===== src/design/lps_pkg.sv =====
// Package for the LED pattern sequencer: offsets, fields, timing tables, types
package lps_pkg;

   // Register offsets on the register port
   localparam logic [7:0] LPS_ADDR_TIMING = 8'h18;   // On/off time codes
   localparam logic [7:0] LPS_ADDR_PULSE  = 8'h19;   // Repeat count and pause
   localparam logic [7:0] LPS_ADDR_SKIP   = 8'h1A;   // Per-output frame mask
   localparam logic [7:0] LPS_ADDR_START  = 8'h1B;   // Start control
   localparam logic [7:0] LPS_ADDR_OFFSET = 8'h1C;   // Per-output start delay

   // Reset values
   localparam logic [2:0] LPS_RST_TOFF = 3'h3;       // Off-time code default
   localparam logic [2:0] LPS_RST_TON  = 3'h0;       // On-time code default
   localparam logic       LPS_RST_SRC  = 1'h1;       // Trigger source: pin

   // Field positions in the start control register
   localparam int LPS_BIT_SRC   = 0;                 // Trigger source
   localparam int LPS_BIT_EN    = 1;                 // Write-only run enable
   localparam int LPS_BIT_PHASE = 2;                 // Graceful stop select
   localparam int LPS_BIT_BUSY  = 3;                 // Read-only running flag

   // Timing base: one millisecond at a 25 ns clock
   localparam int LPS_CLK_PERIOD_NS = 25;            // Clock period
   localparam int LPS_TICK_NS       = 1000000;       // Time unit of the tables
   localparam int LPS_TICK_CYCLES   = LPS_TICK_NS / LPS_CLK_PERIOD_NS;

   // Durations in milliseconds, indexed by code
   localparam logic [13:0] LPS_ON_MS [8] = '{14'h0028, 14'h0046, 14'h008C, 14'h010E,
                                             14'h0212, 14'h044C, 14'h0834, 14'h1068};
   localparam logic [13:0] LPS_OFF_MS [8] = '{14'h0050, 14'h0096, 14'h0118, 14'h021C,
                                              14'h044C, 14'h0834, 14'h1068, 14'h20D0};
   localparam logic [13:0] LPS_GAP_MS [4] = '{14'h0000, 14'h0096, 14'h0118, 14'h021C};

   localparam int LPS_NCH = 4;                       // Output channels

   // Software-visible configuration
   typedef struct packed {
      logic [2:0]       toff;                        // Off-time code
      logic [2:0]       ton;                         // On-time code
      logic [1:0]       pulses;                      // Pulses per frame minus one
      logic [1:0]       gap;                         // Pause code
      logic [3:0][1:0]  skip;                        // Frames masked per output
      logic [3:0][1:0]  offset;                      // Start delay per output
      logic             phase_out;                   // Finish frame on stop
      logic             src;                         // 1: pin triggers
   } lps_cfg_type;

   // Sequencer phases
   typedef enum logic [1:0] {
      LPS_IDLE,
      LPS_ON,
      LPS_PAUSE,
      LPS_OFF
   } lps_state_type;

endpackage


===== src/design/lps_tick.sv =====
// Millisecond enable pulse divider for the LED pattern sequencer
`timescale 1ns/10ps
`default_nettype none
module lps_tick
   import lps_pkg::*;
#(
   parameter int TICK_CYCLES = LPS_TICK_CYCLES       // Cycles per tick
) (
   input  wire logic i_clk,                          // 40 MHz clock
   input  wire logic i_rst,                          // Async reset, high
   input  wire logic i_clr,                          // Restart the period
   output var  logic o_tick                          // One-cycle enable
);

   localparam logic [15:0] LAST = 16'(TICK_CYCLES - 1); // Terminal count

   logic [15:0] cnt_q;                               // Cycle counter
   logic [15:0] cnt_d;
   logic        tick_d;

   // Next count; restart lines the first tick up with a phase start
   always_comb begin
      cnt_d  = cnt_q + 16'h0001;
      tick_d = 1'b0;
      if (i_clr) begin
         cnt_d = 16'h0000;
      end else if (cnt_q == LAST) begin
         cnt_d  = 16'h0000;
         tick_d = 1'b1;
      end
   end

   // Registers
   always_ff @(posedge i_clk or posedge i_rst) begin
      if (i_rst) begin
         cnt_q  <= 16'h0000;
         o_tick <= 1'b0;
      end else begin
         cnt_q  <= cnt_d;
         o_tick <= tick_d;
      end
   end

endmodule
`default_nettype wire


===== src/design/lps_top.sv =====
// LED pattern sequencer: registers, frame sequencer and per-output masking
`timescale 1ns/10ps
`default_nettype none
module lps_top
   import lps_pkg::*;
#(
   parameter int TICK_CYCLES = LPS_TICK_CYCLES       // Cycles per millisecond
) (
   input  wire logic       i_clk,                    // 40 MHz clock
   input  wire logic       i_rst,                    // Async reset, high
   input  wire logic       i_reg_wr,                 // Register write strobe
   input  wire logic [7:0] i_reg_addr,               // Register offset
   input  wire logic [7:0] i_reg_wdata,              // Write data
   input  wire logic       i_trig_pin,               // External trigger pin
   output var  logic [7:0] o_reg_rdata,              // Read data, one cycle late
   output var  logic [3:0] o_led_output,             // Output on, bit per output
   output var  logic       o_running                 // Pattern running
);

   // Configuration registers
   lps_cfg_type cfg_q;                               // Stored settings
   lps_cfg_type cfg_d;
   logic        en_q;                                // Write-only run enable
   logic        en_d;
   logic [7:0]  rdata_d;                             // Next read data

   // Trigger pin synchroniser
   logic [2:0]  pin_s_q;                             // Three stages
   logic        pin_q;                               // Accepted level
   logic        pin_d;

   // Sequencer state
   lps_state_type              state_q;              // Phase
   lps_state_type              state_d;
   logic [13:0]                ms_q;                 // Elapsed ms in phase
   logic [13:0]                ms_d;
   logic [1:0]                 pulse_q;              // Pulse index in frame
   logic [1:0]                 pulse_d;
   logic [LPS_NCH-1:0][1:0]    dly_q;                // Frames left to wait
   logic [LPS_NCH-1:0][1:0]    dly_d;
   logic [LPS_NCH-1:0][1:0]    skp_q;                // Position in mask cycle
   logic [LPS_NCH-1:0][1:0]    skp_d;
   logic [LPS_NCH-1:0]         act_d;                // Output lit this frame
   logic [3:0]                 led_d;

   logic        tick;                                // Millisecond enable
   logic        run_req;                             // Selected start request
   logic        start;                               // Leaving idle
   logic        frame_end;                           // Last ms of the off-time
   logic        done;                                // Current phase expires
   logic [13:0] dur;                                 // Current phase length

   // Divider restarts with each pattern so the first on-time is whole
   lps_tick #(
      .TICK_CYCLES (TICK_CYCLES)
   ) u_tick (
      .i_clk  (i_clk),
      .i_rst  (i_rst),
      .i_clr  (start),
      .o_tick (tick)
   );

   // Register writes and read mux
   always_comb begin
      cfg_d   = cfg_q;
      en_d    = en_q;
      rdata_d = 8'h00;                               // Unmapped reads give zero
      if (i_reg_wr) begin
         case (i_reg_addr)
            LPS_ADDR_TIMING: begin
               cfg_d.toff = i_reg_wdata[5:3];
               cfg_d.ton  = i_reg_wdata[2:0];
            end
            LPS_ADDR_PULSE: begin
               cfg_d.pulses = i_reg_wdata[7:6];
               cfg_d.gap    = i_reg_wdata[1:0];
            end
            LPS_ADDR_SKIP: begin
               cfg_d.skip = i_reg_wdata;
            end
            LPS_ADDR_START: begin
               cfg_d.phase_out = i_reg_wdata[LPS_BIT_PHASE];
               en_d            = i_reg_wdata[LPS_BIT_EN];
               cfg_d.src       = i_reg_wdata[LPS_BIT_SRC];
            end
            LPS_ADDR_OFFSET: begin
               cfg_d.offset = i_reg_wdata;
            end
            default: begin
            end
         endcase
      end
      case (i_reg_addr)
         LPS_ADDR_TIMING: rdata_d = {2'h0, cfg_q.toff, cfg_q.ton};
         LPS_ADDR_PULSE:  rdata_d = {cfg_q.pulses, 4'h0, cfg_q.gap};
         LPS_ADDR_SKIP:   rdata_d = cfg_q.skip;
         LPS_ADDR_START: begin
            // Enable bit is write-only and reads zero; busy shows the sequencer
            rdata_d[LPS_BIT_PHASE] = cfg_q.phase_out;
            rdata_d[LPS_BIT_SRC]   = cfg_q.src;
            rdata_d[LPS_BIT_BUSY]  = (state_q != LPS_IDLE);
         end
         LPS_ADDR_OFFSET: rdata_d = cfg_q.offset;
         default:         rdata_d = 8'h00;
      endcase
   end

   // Pin level accepted only when the last two stages agree
   always_comb begin
      pin_d = (pin_s_q[1] == pin_s_q[2]) ? pin_s_q[2] : pin_q;
   end

   // Start request and phase timing
   always_comb begin
      run_req = cfg_q.src ? pin_q : en_q;
      start   = (state_q == LPS_IDLE) && run_req;
      case (state_q)
         LPS_ON:    dur = LPS_ON_MS[cfg_q.ton];
         LPS_PAUSE: dur = LPS_GAP_MS[cfg_q.gap];
         LPS_OFF:   dur = LPS_OFF_MS[cfg_q.toff];
         default:   dur = 14'h0000;
      endcase
      // At-or-past compare: a code shortened mid-phase ends it at the next tick
      done      = tick && ((ms_q + 14'h0001) >= dur);
      frame_end = (state_q == LPS_OFF) && done;
   end

   // Sequencer next state
   always_comb begin
      state_d = state_q;
      ms_d    = tick ? ms_q + 14'h0001 : ms_q;
      pulse_d = pulse_q;
      case (state_q)
         LPS_IDLE: begin
            ms_d = 14'h0000;
            if (run_req) begin
               state_d = LPS_ON;
               pulse_d = 2'h0;
            end
         end
         LPS_ON: begin
            if (done) begin
               ms_d = 14'h0000;
               if (pulse_q == cfg_q.pulses) begin
                  state_d = LPS_OFF;
               end else if (cfg_q.gap == 2'h0) begin // Zero pause: back to back
                  pulse_d = pulse_q + 2'h1;
               end else begin
                  state_d = LPS_PAUSE;
               end
            end
         end
         LPS_PAUSE: begin
            if (done) begin
               ms_d    = 14'h0000;
               state_d = LPS_ON;
               pulse_d = pulse_q + 2'h1;
            end
         end
         LPS_OFF: begin
            if (done) begin
               ms_d    = 14'h0000;
               pulse_d = 2'h0;
               // Graceful stop ends here, after the whole frame
               state_d = run_req ? LPS_ON : LPS_IDLE;
            end
         end
         default: begin
            state_d = LPS_IDLE;
         end
      endcase
      // Immediate stop overrides everything
      if (!run_req && !cfg_q.phase_out) begin
         state_d = LPS_IDLE;
      end
   end

   // Per-output delay and mask counters
   for (genvar ch = 0; ch < LPS_NCH; ch++) begin : g_ch
      always_comb begin
         dly_d[ch] = dly_q[ch];
         skp_d[ch] = skp_q[ch];
         if (start) begin
            // Delays are caught only here, so later writes wait a restart
            dly_d[ch] = cfg_q.offset[ch];
            skp_d[ch] = 2'h0;
         end else if (frame_end) begin
            if (dly_q[ch] != 2'h0) begin
               dly_d[ch] = dly_q[ch] - 2'h1;
            end else if (skp_q[ch] >= cfg_q.skip[ch]) begin
               skp_d[ch] = 2'h0;
            end else begin
               skp_d[ch] = skp_q[ch] + 2'h1;
            end
         end
         act_d[ch] = (dly_d[ch] == 2'h0) && (skp_d[ch] == 2'h0);
         led_d[ch] = (state_d == LPS_ON) && act_d[ch];
      end

   end

   // Registers
   always_ff @(posedge i_clk or posedge i_rst) begin
      if (i_rst) begin
         cfg_q        <= '{toff: LPS_RST_TOFF, ton: LPS_RST_TON, src: LPS_RST_SRC,
                           default: '0};
         en_q         <= 1'b0;
         o_reg_rdata  <= 8'h00;
         pin_s_q      <= 3'h0;
         pin_q        <= 1'b0;
         state_q      <= LPS_IDLE;
         ms_q         <= 14'h0000;
         pulse_q      <= 2'h0;
         dly_q        <= '0;
         skp_q        <= '0;
         o_led_output <= 4'h0;
         o_running    <= 1'b0;
      end else begin
         cfg_q        <= cfg_d;
         en_q         <= en_d;
         o_reg_rdata  <= rdata_d;
         pin_s_q      <= {pin_s_q[1:0], i_trig_pin};
         pin_q        <= pin_d;
         state_q      <= state_d;
         ms_q         <= ms_d;
         pulse_q      <= pulse_d;
         dly_q        <= dly_d;
         skp_q        <= skp_d;
         o_led_output <= led_d;
         o_running    <= (state_d != LPS_IDLE);
      end
   end
endmodule
`default_nettype wire


===== config.mk =====
export PLATFORM = sky130hd
export DESIGN_NAME = lps_top
export DESIGN_NICKNAME = d
export VERILOG_FILES = /design/src/design/lps_pkg.sv /design/src/design/lps_tick.sv /design/src/design/lps_top.sv
export SDC_FILE = /design/constraint.sdc
export NUM_CORES = 1
export LEC_CHECK = 0
export BUFFER_PORTS_ARGS = -buffer_cell sky130_fd_sc_hd__buf_2
export CORE_AREA = 3 3 112 93
export CTS_CLUSTER_DIAMETER = 80
export DETAILED_ROUTE_END_ITERATION = 12
export DIE_AREA = 0 0 115 96
export GPL_ROUTABILITY_DRIVEN = 0
export HOLD_SLACK_MARGIN = 0.08
export PLACE_DENSITY = 0.8
export SYNTH_ARGS = -nofsm -noshare
export SYNTH_HDL_FRONTEND = slang
export SYNTH_SLANG_ARGS = --single-unit
export TNS_END_PERCENT = 10

===== constraint.sdc =====
create_clock -name i_clk -period 4.49 [get_ports i_clk]
set_input_delay 1.347 -clock i_clk [delete_from_list [all_inputs] [get_ports i_clk]]
set_output_delay 1.347 -clock i_clk [all_outputs]
set_load 0.01 [all_outputs]

# [Word-level counts from Yosys, hierarchy flattened]
# Memories as Yosys holds them, arrays and structs flattened.
# Cells that the tools add are included.
[totals] regBits=97 romBits=224 in_bits=20 elab_cells=177 memories=2
[mem_list] name="(no name shown)" words=8 word_bits=14 read_ports=1 rd_ports_with_merged_regs=0 write_ports=0 line="lps_top.sv:120" text="LPS_OFF: dur = LPS_OFF_MS[cfg_q.toff];"
[mem_list] name="(no name shown)" words=8 word_bits=14 read_ports=1 rd_ports_with_merged_regs=0 write_ports=0 line="lps_top.sv:118" text="LPS_ON: dur = LPS_ON_MS[cfg_q.ton];"
[op_classes] n_addsub=11 order_cmp=8 eq_ne=19 mux=64 n_bitwise=3 reduce_logical=37
[op_table] operator="$mux 14" n=8
[op_table] operator="$mux 2" n=41
[op_table] operator="$pmux 14 s3" n=1
[op_table] operator="$eq 8x5->1 const B" n=5
[op_table] operator="$mux 16" n=2
[op_table] operator="$bmux 14 s2" n=1
[op_table] operator="$pmux 14 s2" n=1
[op_table] operator="$pmux 2 s4" n=3
[op_table] operator="$logic_not 2->1" n=10
[op_table] operator="$add 16x1->16 const B" n=1
[op_table] operator="$eq 16x16->1 const B" n=1
[op_table] operator="$pmux 4 s4" n=1
[op_table] operator="$add 14x1->14 const B" n=1
[op_table] operator="$ge 14x14->1" n=1
[op_table] operator="$logic_and 1x1->1" n=12
[op_table] operator="$ne 2x2->1 const B" n=6
[op_table] operator="$reduce_bool 2->1" n=6
[op_table] operator="$add 2x1->2 const B" n=5
[op_table] operator="$reduce_and 2->1" n=5
[op_table] operator="$ge 2x2->1" n=4
[op_table] operator="$ge 4x4->1 const B" n=2
[op_table] operator="$not 3->4" n=2
[op_table] operator="$sub 2x1->2 const B" n=4
[op_table] operator="$reduce_and 6->1" n=1
[op_table] operator="other kinds (12)" n=18

# [Logic depth before layout (Yosys ltp)]
[depth] depth_word=13 ltp_mapped=17

# [Modules after synthesis]
# Synthesis repeated with hierarchy kept, for this count alone.
[unflattened] hier_cells=585 area_unflattened_um2=5753.0
[modules_own_cells] module="lps_top" instances=1 cells_per_inst=499 area_per_inst_um2=4893.4 seq_area_each_um2=2005.7
[modules_own_cells] module="lps_tick" instances=1 cells_per_inst=86 area_per_inst_um2=859.6 seq_area_each_um2=425.4

# [Worst setup path before layout]
# OpenSTA, ideal clock, no wires.
[synth_timing] path_type="reg2reg" start="register ms_q[0]" end="register o_led_output[1]" t_arrival_ps=3506 path_slack_ps=859 path_stages_with_launch=17 n_path_buf=0 synth_period_minus_slack_ps=3631 cell_sequence="dfrtp_1 > ha_1 > nand3_1 > nor2_1 > and3_1 > and3_1 > and3_1 > xnor2_1 > inv_1 > ha_1 > nand4_1 > a211oi_1 > o311ai_2 > a21boi_2 > nor3b_2 > nor3_1 > o311a_1"
[synth_via] elab_chain_len=9 elab_cells_between_ends=18 classes_between="add/sub (1); order compare (1); eq/ne (1); mux (9); reduce/logical (6)"
[synth_rtl] element="start, declared" line="lps_top.sv:35" text="logic [13:0] ms_q;"
[synth_rtl] element="start signal, assigned" line="lps_top.sv:225" text="ms_q <= ms_d;"
[synth_rtl] element="$add 14x1->14 (*)" line="lps_top.sv:124" text="done = tick && ((ms_q + 14'h0001) >= dur);"
[synth_rtl] element="$ge 14x14->1 (*)" line="lps_top.sv:124"
[synth_rtl] element="$logic_and 1x1->1 (*)" line="lps_top.sv:124"
[synth_rtl] element="parallel branches: the longest is 5 deep, another holds $pmux 2 s4"
[synth_rtl] element="$logic_and 1x1->1 (*)" line="lps_top.sv:197" text="led_d[ch] = (state_d == LPS_ON) && act_d[ch];"
[synth_rtl] element="net led_d[1]" line="lps_top.sv:44" text="logic [3:0] led_d;"
[synth_rtl] element="end signal, assigned" line="lps_top.sv:229" text="o_led_output <= led_d;"
[synth_rtl] element="end, declared" line="lps_top.sv:16" text="output var logic [3:0] o_led_output,"
# Mark *: on every way through the listed nets, which the timed path passes.
# A chain may end at the register's enable or synchronous reset.

# [Worst setup path in the final report]
# Same ends and word-level chain as after synthesis.

==> flow_summary.toml <==
[timing]
hold_viol_final = 0
rsz0062_at_grt = "no"
slew_viol_final = 0
tightest_slew_ns = 0.977
relSlewSlack_pct = 34.9
layout_worst_path_cycle_share_pct = 91.6
finalSetupTns_ns = 0
setup_viol = 0
maxClockFrequency_mhz = 243
clock_skew_ns = 0.00731
fin_crit_ns = 4.11

[die]
die_w_um = 115
die_y_um = 96
ios = 33
rows = 32
initial_core_util_pct = 59.8
core_mm2 = 0.00945
die_area_mm2 = 0.0110

[logic_synthesis]
ys_types = 59
yosysSeqAreaShare_pct = 43.0
yosysTopAreaCell = "dfrtp_1"
synth_area_per_cell_um2 = 9.95
ys_ff_latch = 97
synthFlopType = "dfrtp_1"
synthCells = 568
synth_area_mm2 = 0.00565
syn-num-nets = 627
synth_edf_count = 0
yosys_warnings = 0
synthArstFlopShare_pct = 100
synth_top_area_share_pct = 41.6
synth.area.top_cells = "dfrtp_1 42%, ha_1 8.6%, mux2_2 6.6%"

[clock_tree]
cts.path.max_buffers = 2
h-tree-depth = 3
cts_setup_buffers = 0
tritoncts = "done"
cts_buffers = 9
clkTransAtPathRegs_ns = 0.06
clock_latency_ns = 0.34
cts_sinks = 97
cts_root_buf = "clkbuf_16"

[cells_and_area]
area_delta_synth_final_pct = 10.1
antenna_cells = 0
fillers = 723
multi_input_area_mm2 = 0.00304
drive_gt1_share_pct = 17.5
final_area_mm2 = 0.00622
layout.nets = 659
seqCellArea_mm2 = 0.00243

[worst_setup_path]
reg2regPathDepth = 16
critical_path_class = "register to register"
cpPeakStageDelay_ns = 0.43
r2r_start = "ms_q[0]"
crit_chain = "ha_1 -> nand3_1 -> nor2_1 -> and3_1 -> and3_1 -> and3_1 -> xnor2_1 -> inv_1 -> ha_1 -> nand4_1 -> a211oi_1 -> o311ai_2 -> a21boi_2 -> nor3b_2 -> a21boi_0 -> o311a_1"
worstPathArrival_ns = 4.39
end_kind = "register"
critPathMaxFanout = 6
cp-start-kind = "register"
cp_top_family = "simple AND/OR/NAND/NOR gates"
critPathMostFrequentCell = "and3_1"
r2r_slack_ns = 0.38
crit_buf_inv = 1
crit_required_ns = 4.77
slowest_stage = "dfrtp_1"
r2r-end = "o_led_output[1]"

[pwr]
power_density_mw_per_mm2 = 332
ir_drop_mv = 0.193
p_leak_nw = 3.01

[route]
drc = 0
drt_wl_total_um = 12700
drtIter0Drc = 565
firstDrtPassIters = 5
ant_nets = 0
wl_per_cell_um = 17.6
dr_total_vias = 4457
via_per_inst = 6.16

[worst_hold_path]
min_to = "pin_s_q[1]"
worstHoldPathType = "register to register"
whs_path_depth = 0
hp-start = "pin_s_q[0]"

[global_route]
grt.total_usage_pct = 24.2
grt_max_degree = 47
grt_overflow = 0
antenna_found_initial = 0
grt_pass1_wl_um = 21300
grt_pass1_vias = 4394

[placement]
hpwl_um = 9180
dpl_cell_area_mm2 = 0.00592
portBuffers = 32

[outcome]
status = "finished, final reports clean"

[job]
drv_cap = 0
[routing by layer]
layer / GRT usage (%) / vias up / part of all wire [%]
met3: 4.53 / 25 / 6.3
met2: 39.5 / 154 / 47
li1: - / 2083 / -
met4: 6.84 / 0 / 1.8
met5: 0 / - / 0
met1: 33.2 / 2195 / 45
[kinds of logic (layout without fill, tap and decap cells)]
logic type	count (synthesis)	after routing	synth area share [%]
xor+xnor	28	28	4.34
buf+inv	44	80	3.21
compound gates	112	112	13.7
fa+ha+maj	40	40	8.82
simple gates	207	207	19.0
mux	40	40	7.82
flops	97	97	43.0
[placed cells by master, fill, tap and decap left out, types with 3 or more instances in the layout]
master     instances
nor2b_1            5
a222oi_1           8
nand3_1           14
a31oi_1            4
dfrtp_1           94
and3_1            15
o21ai_0           34
ha_1              39
a32oi_1            5
mux2i_1            7
a211oi_1           4
nand3b_1           7
xor2_1            16
inv_1             28
buf_2             32
or2_2              9
and2_1             6
nand2_1           57
o31ai_1            3
xnor2_1           12
nor2_1            49
nand4_1            7
buf_4              4
dfstp_2            3
clkbuf_16          9
nand2b_1          16
o311a_1            4
a21oi_1           18
a22oi_1            7
nor3_1             9
a21o_1             6
mux2_2            33
[stage by stage]
| step | power (mW) | utilization (%) | hold slack (ns) | std cells | worst slack [ns] |
|---|---|---|---|---|---|
| floorplan | 1.21 | - | 0.331 | 568 | 0.614 |
| global placement | 1.28 | 62.6 | 0.335 | 708 | 0.579 |
| detailed placement | 1.30 | 62.6 | 0.336 | 708 | 0.354 |
| CTS | 2.08 | 65.8 | 0.351 | 723 | 0.341 |
| global route | 2.16 | 65.8 | 0.357 | 723 | 0.0512 |
| finish | 2.07 | 65.8 | 0.352 | 723 | 0.377 |
[worst max-delay path by stage]
| stage | startpoint | slack [ns] | endpoint | depth (start not counted) |
|---|---|---|---|---|
| after floorplan | i_rst | 0.61 | cfg_q[10] | 1 |
| after global placement | ms_q[0] | 0.58 | o_led_output[0] | 16 |
| after detailed placement | ms_q[0] | 0.35 | o_led_output[3] | 16 |
| after CTS | ms_q[0] | 0.34 | o_led_output[3] | 16 |
| after global routing | ms_q[0] | 0.05 | skp_q[5] | 17 |
| final | ms_q[0] | 0.38 | o_led_output[1] | 16 |
[cells in the mapped netlist, drive strengths merged (2+ instances only)]
cell,number
dfrtp,94
nand2,57
nor2,49
ha,39
o21ai,35
mux2,33
inv,29
a21oi,19
nand2b,16
xor2,16
and3,15
nand3,14
xnor2,12
clkbuf,11
nor3,9
or2,9
a222oi,8
a22oi,7
and2,7
mux2i,7
nand3b,7
nand4,7
a21o,6
nor2b,6
a32oi,5
a211oi,4
a31oi,4
buf,4
nor4b,4
o311a,4
a21boi,3
dfstp,3
o31ai,3
o41ai,3
nor3b,2
o2bb2ai,2
or3,2
[timing repair]
| item | CTS | global route |
|---|---|---|
| endpoints found under the setup margin | 0 | 2 |
| resized for setup | 0 | 1 |
| hold buffers | 0 | 0 |
[sequential cells by signal, summed over array words and instances (netlist names), 2 cells and up]
register,cells
skp_q,8
state_q,2
u_tick.cnt_q,16
pin_s_q,3
o_reg_rdata,8
cfg_q,28
dly_q,8
pulse_q,2
o_led_output,4
ms_q,14
[final cells by class]
type	count	area share [%]
Multi-Input combinational cell	427	48.9
Timing Repair Buffer	36	3.06
Inverter	29	1.79
Tap cell	119	2.39
Clock buffer	11	3.90
Clock inverter	4	0.845
Sequential cell	97	39.1
[report_power, final]
part           switching [mW]  internal (mW)  total (mW)
Combinational           0.155          0.116       0.271
Sequential             0.0754          0.943        1.02
Clock                   0.329          0.447       0.776
Note: power is estimated with default switching activity, not from simulation.
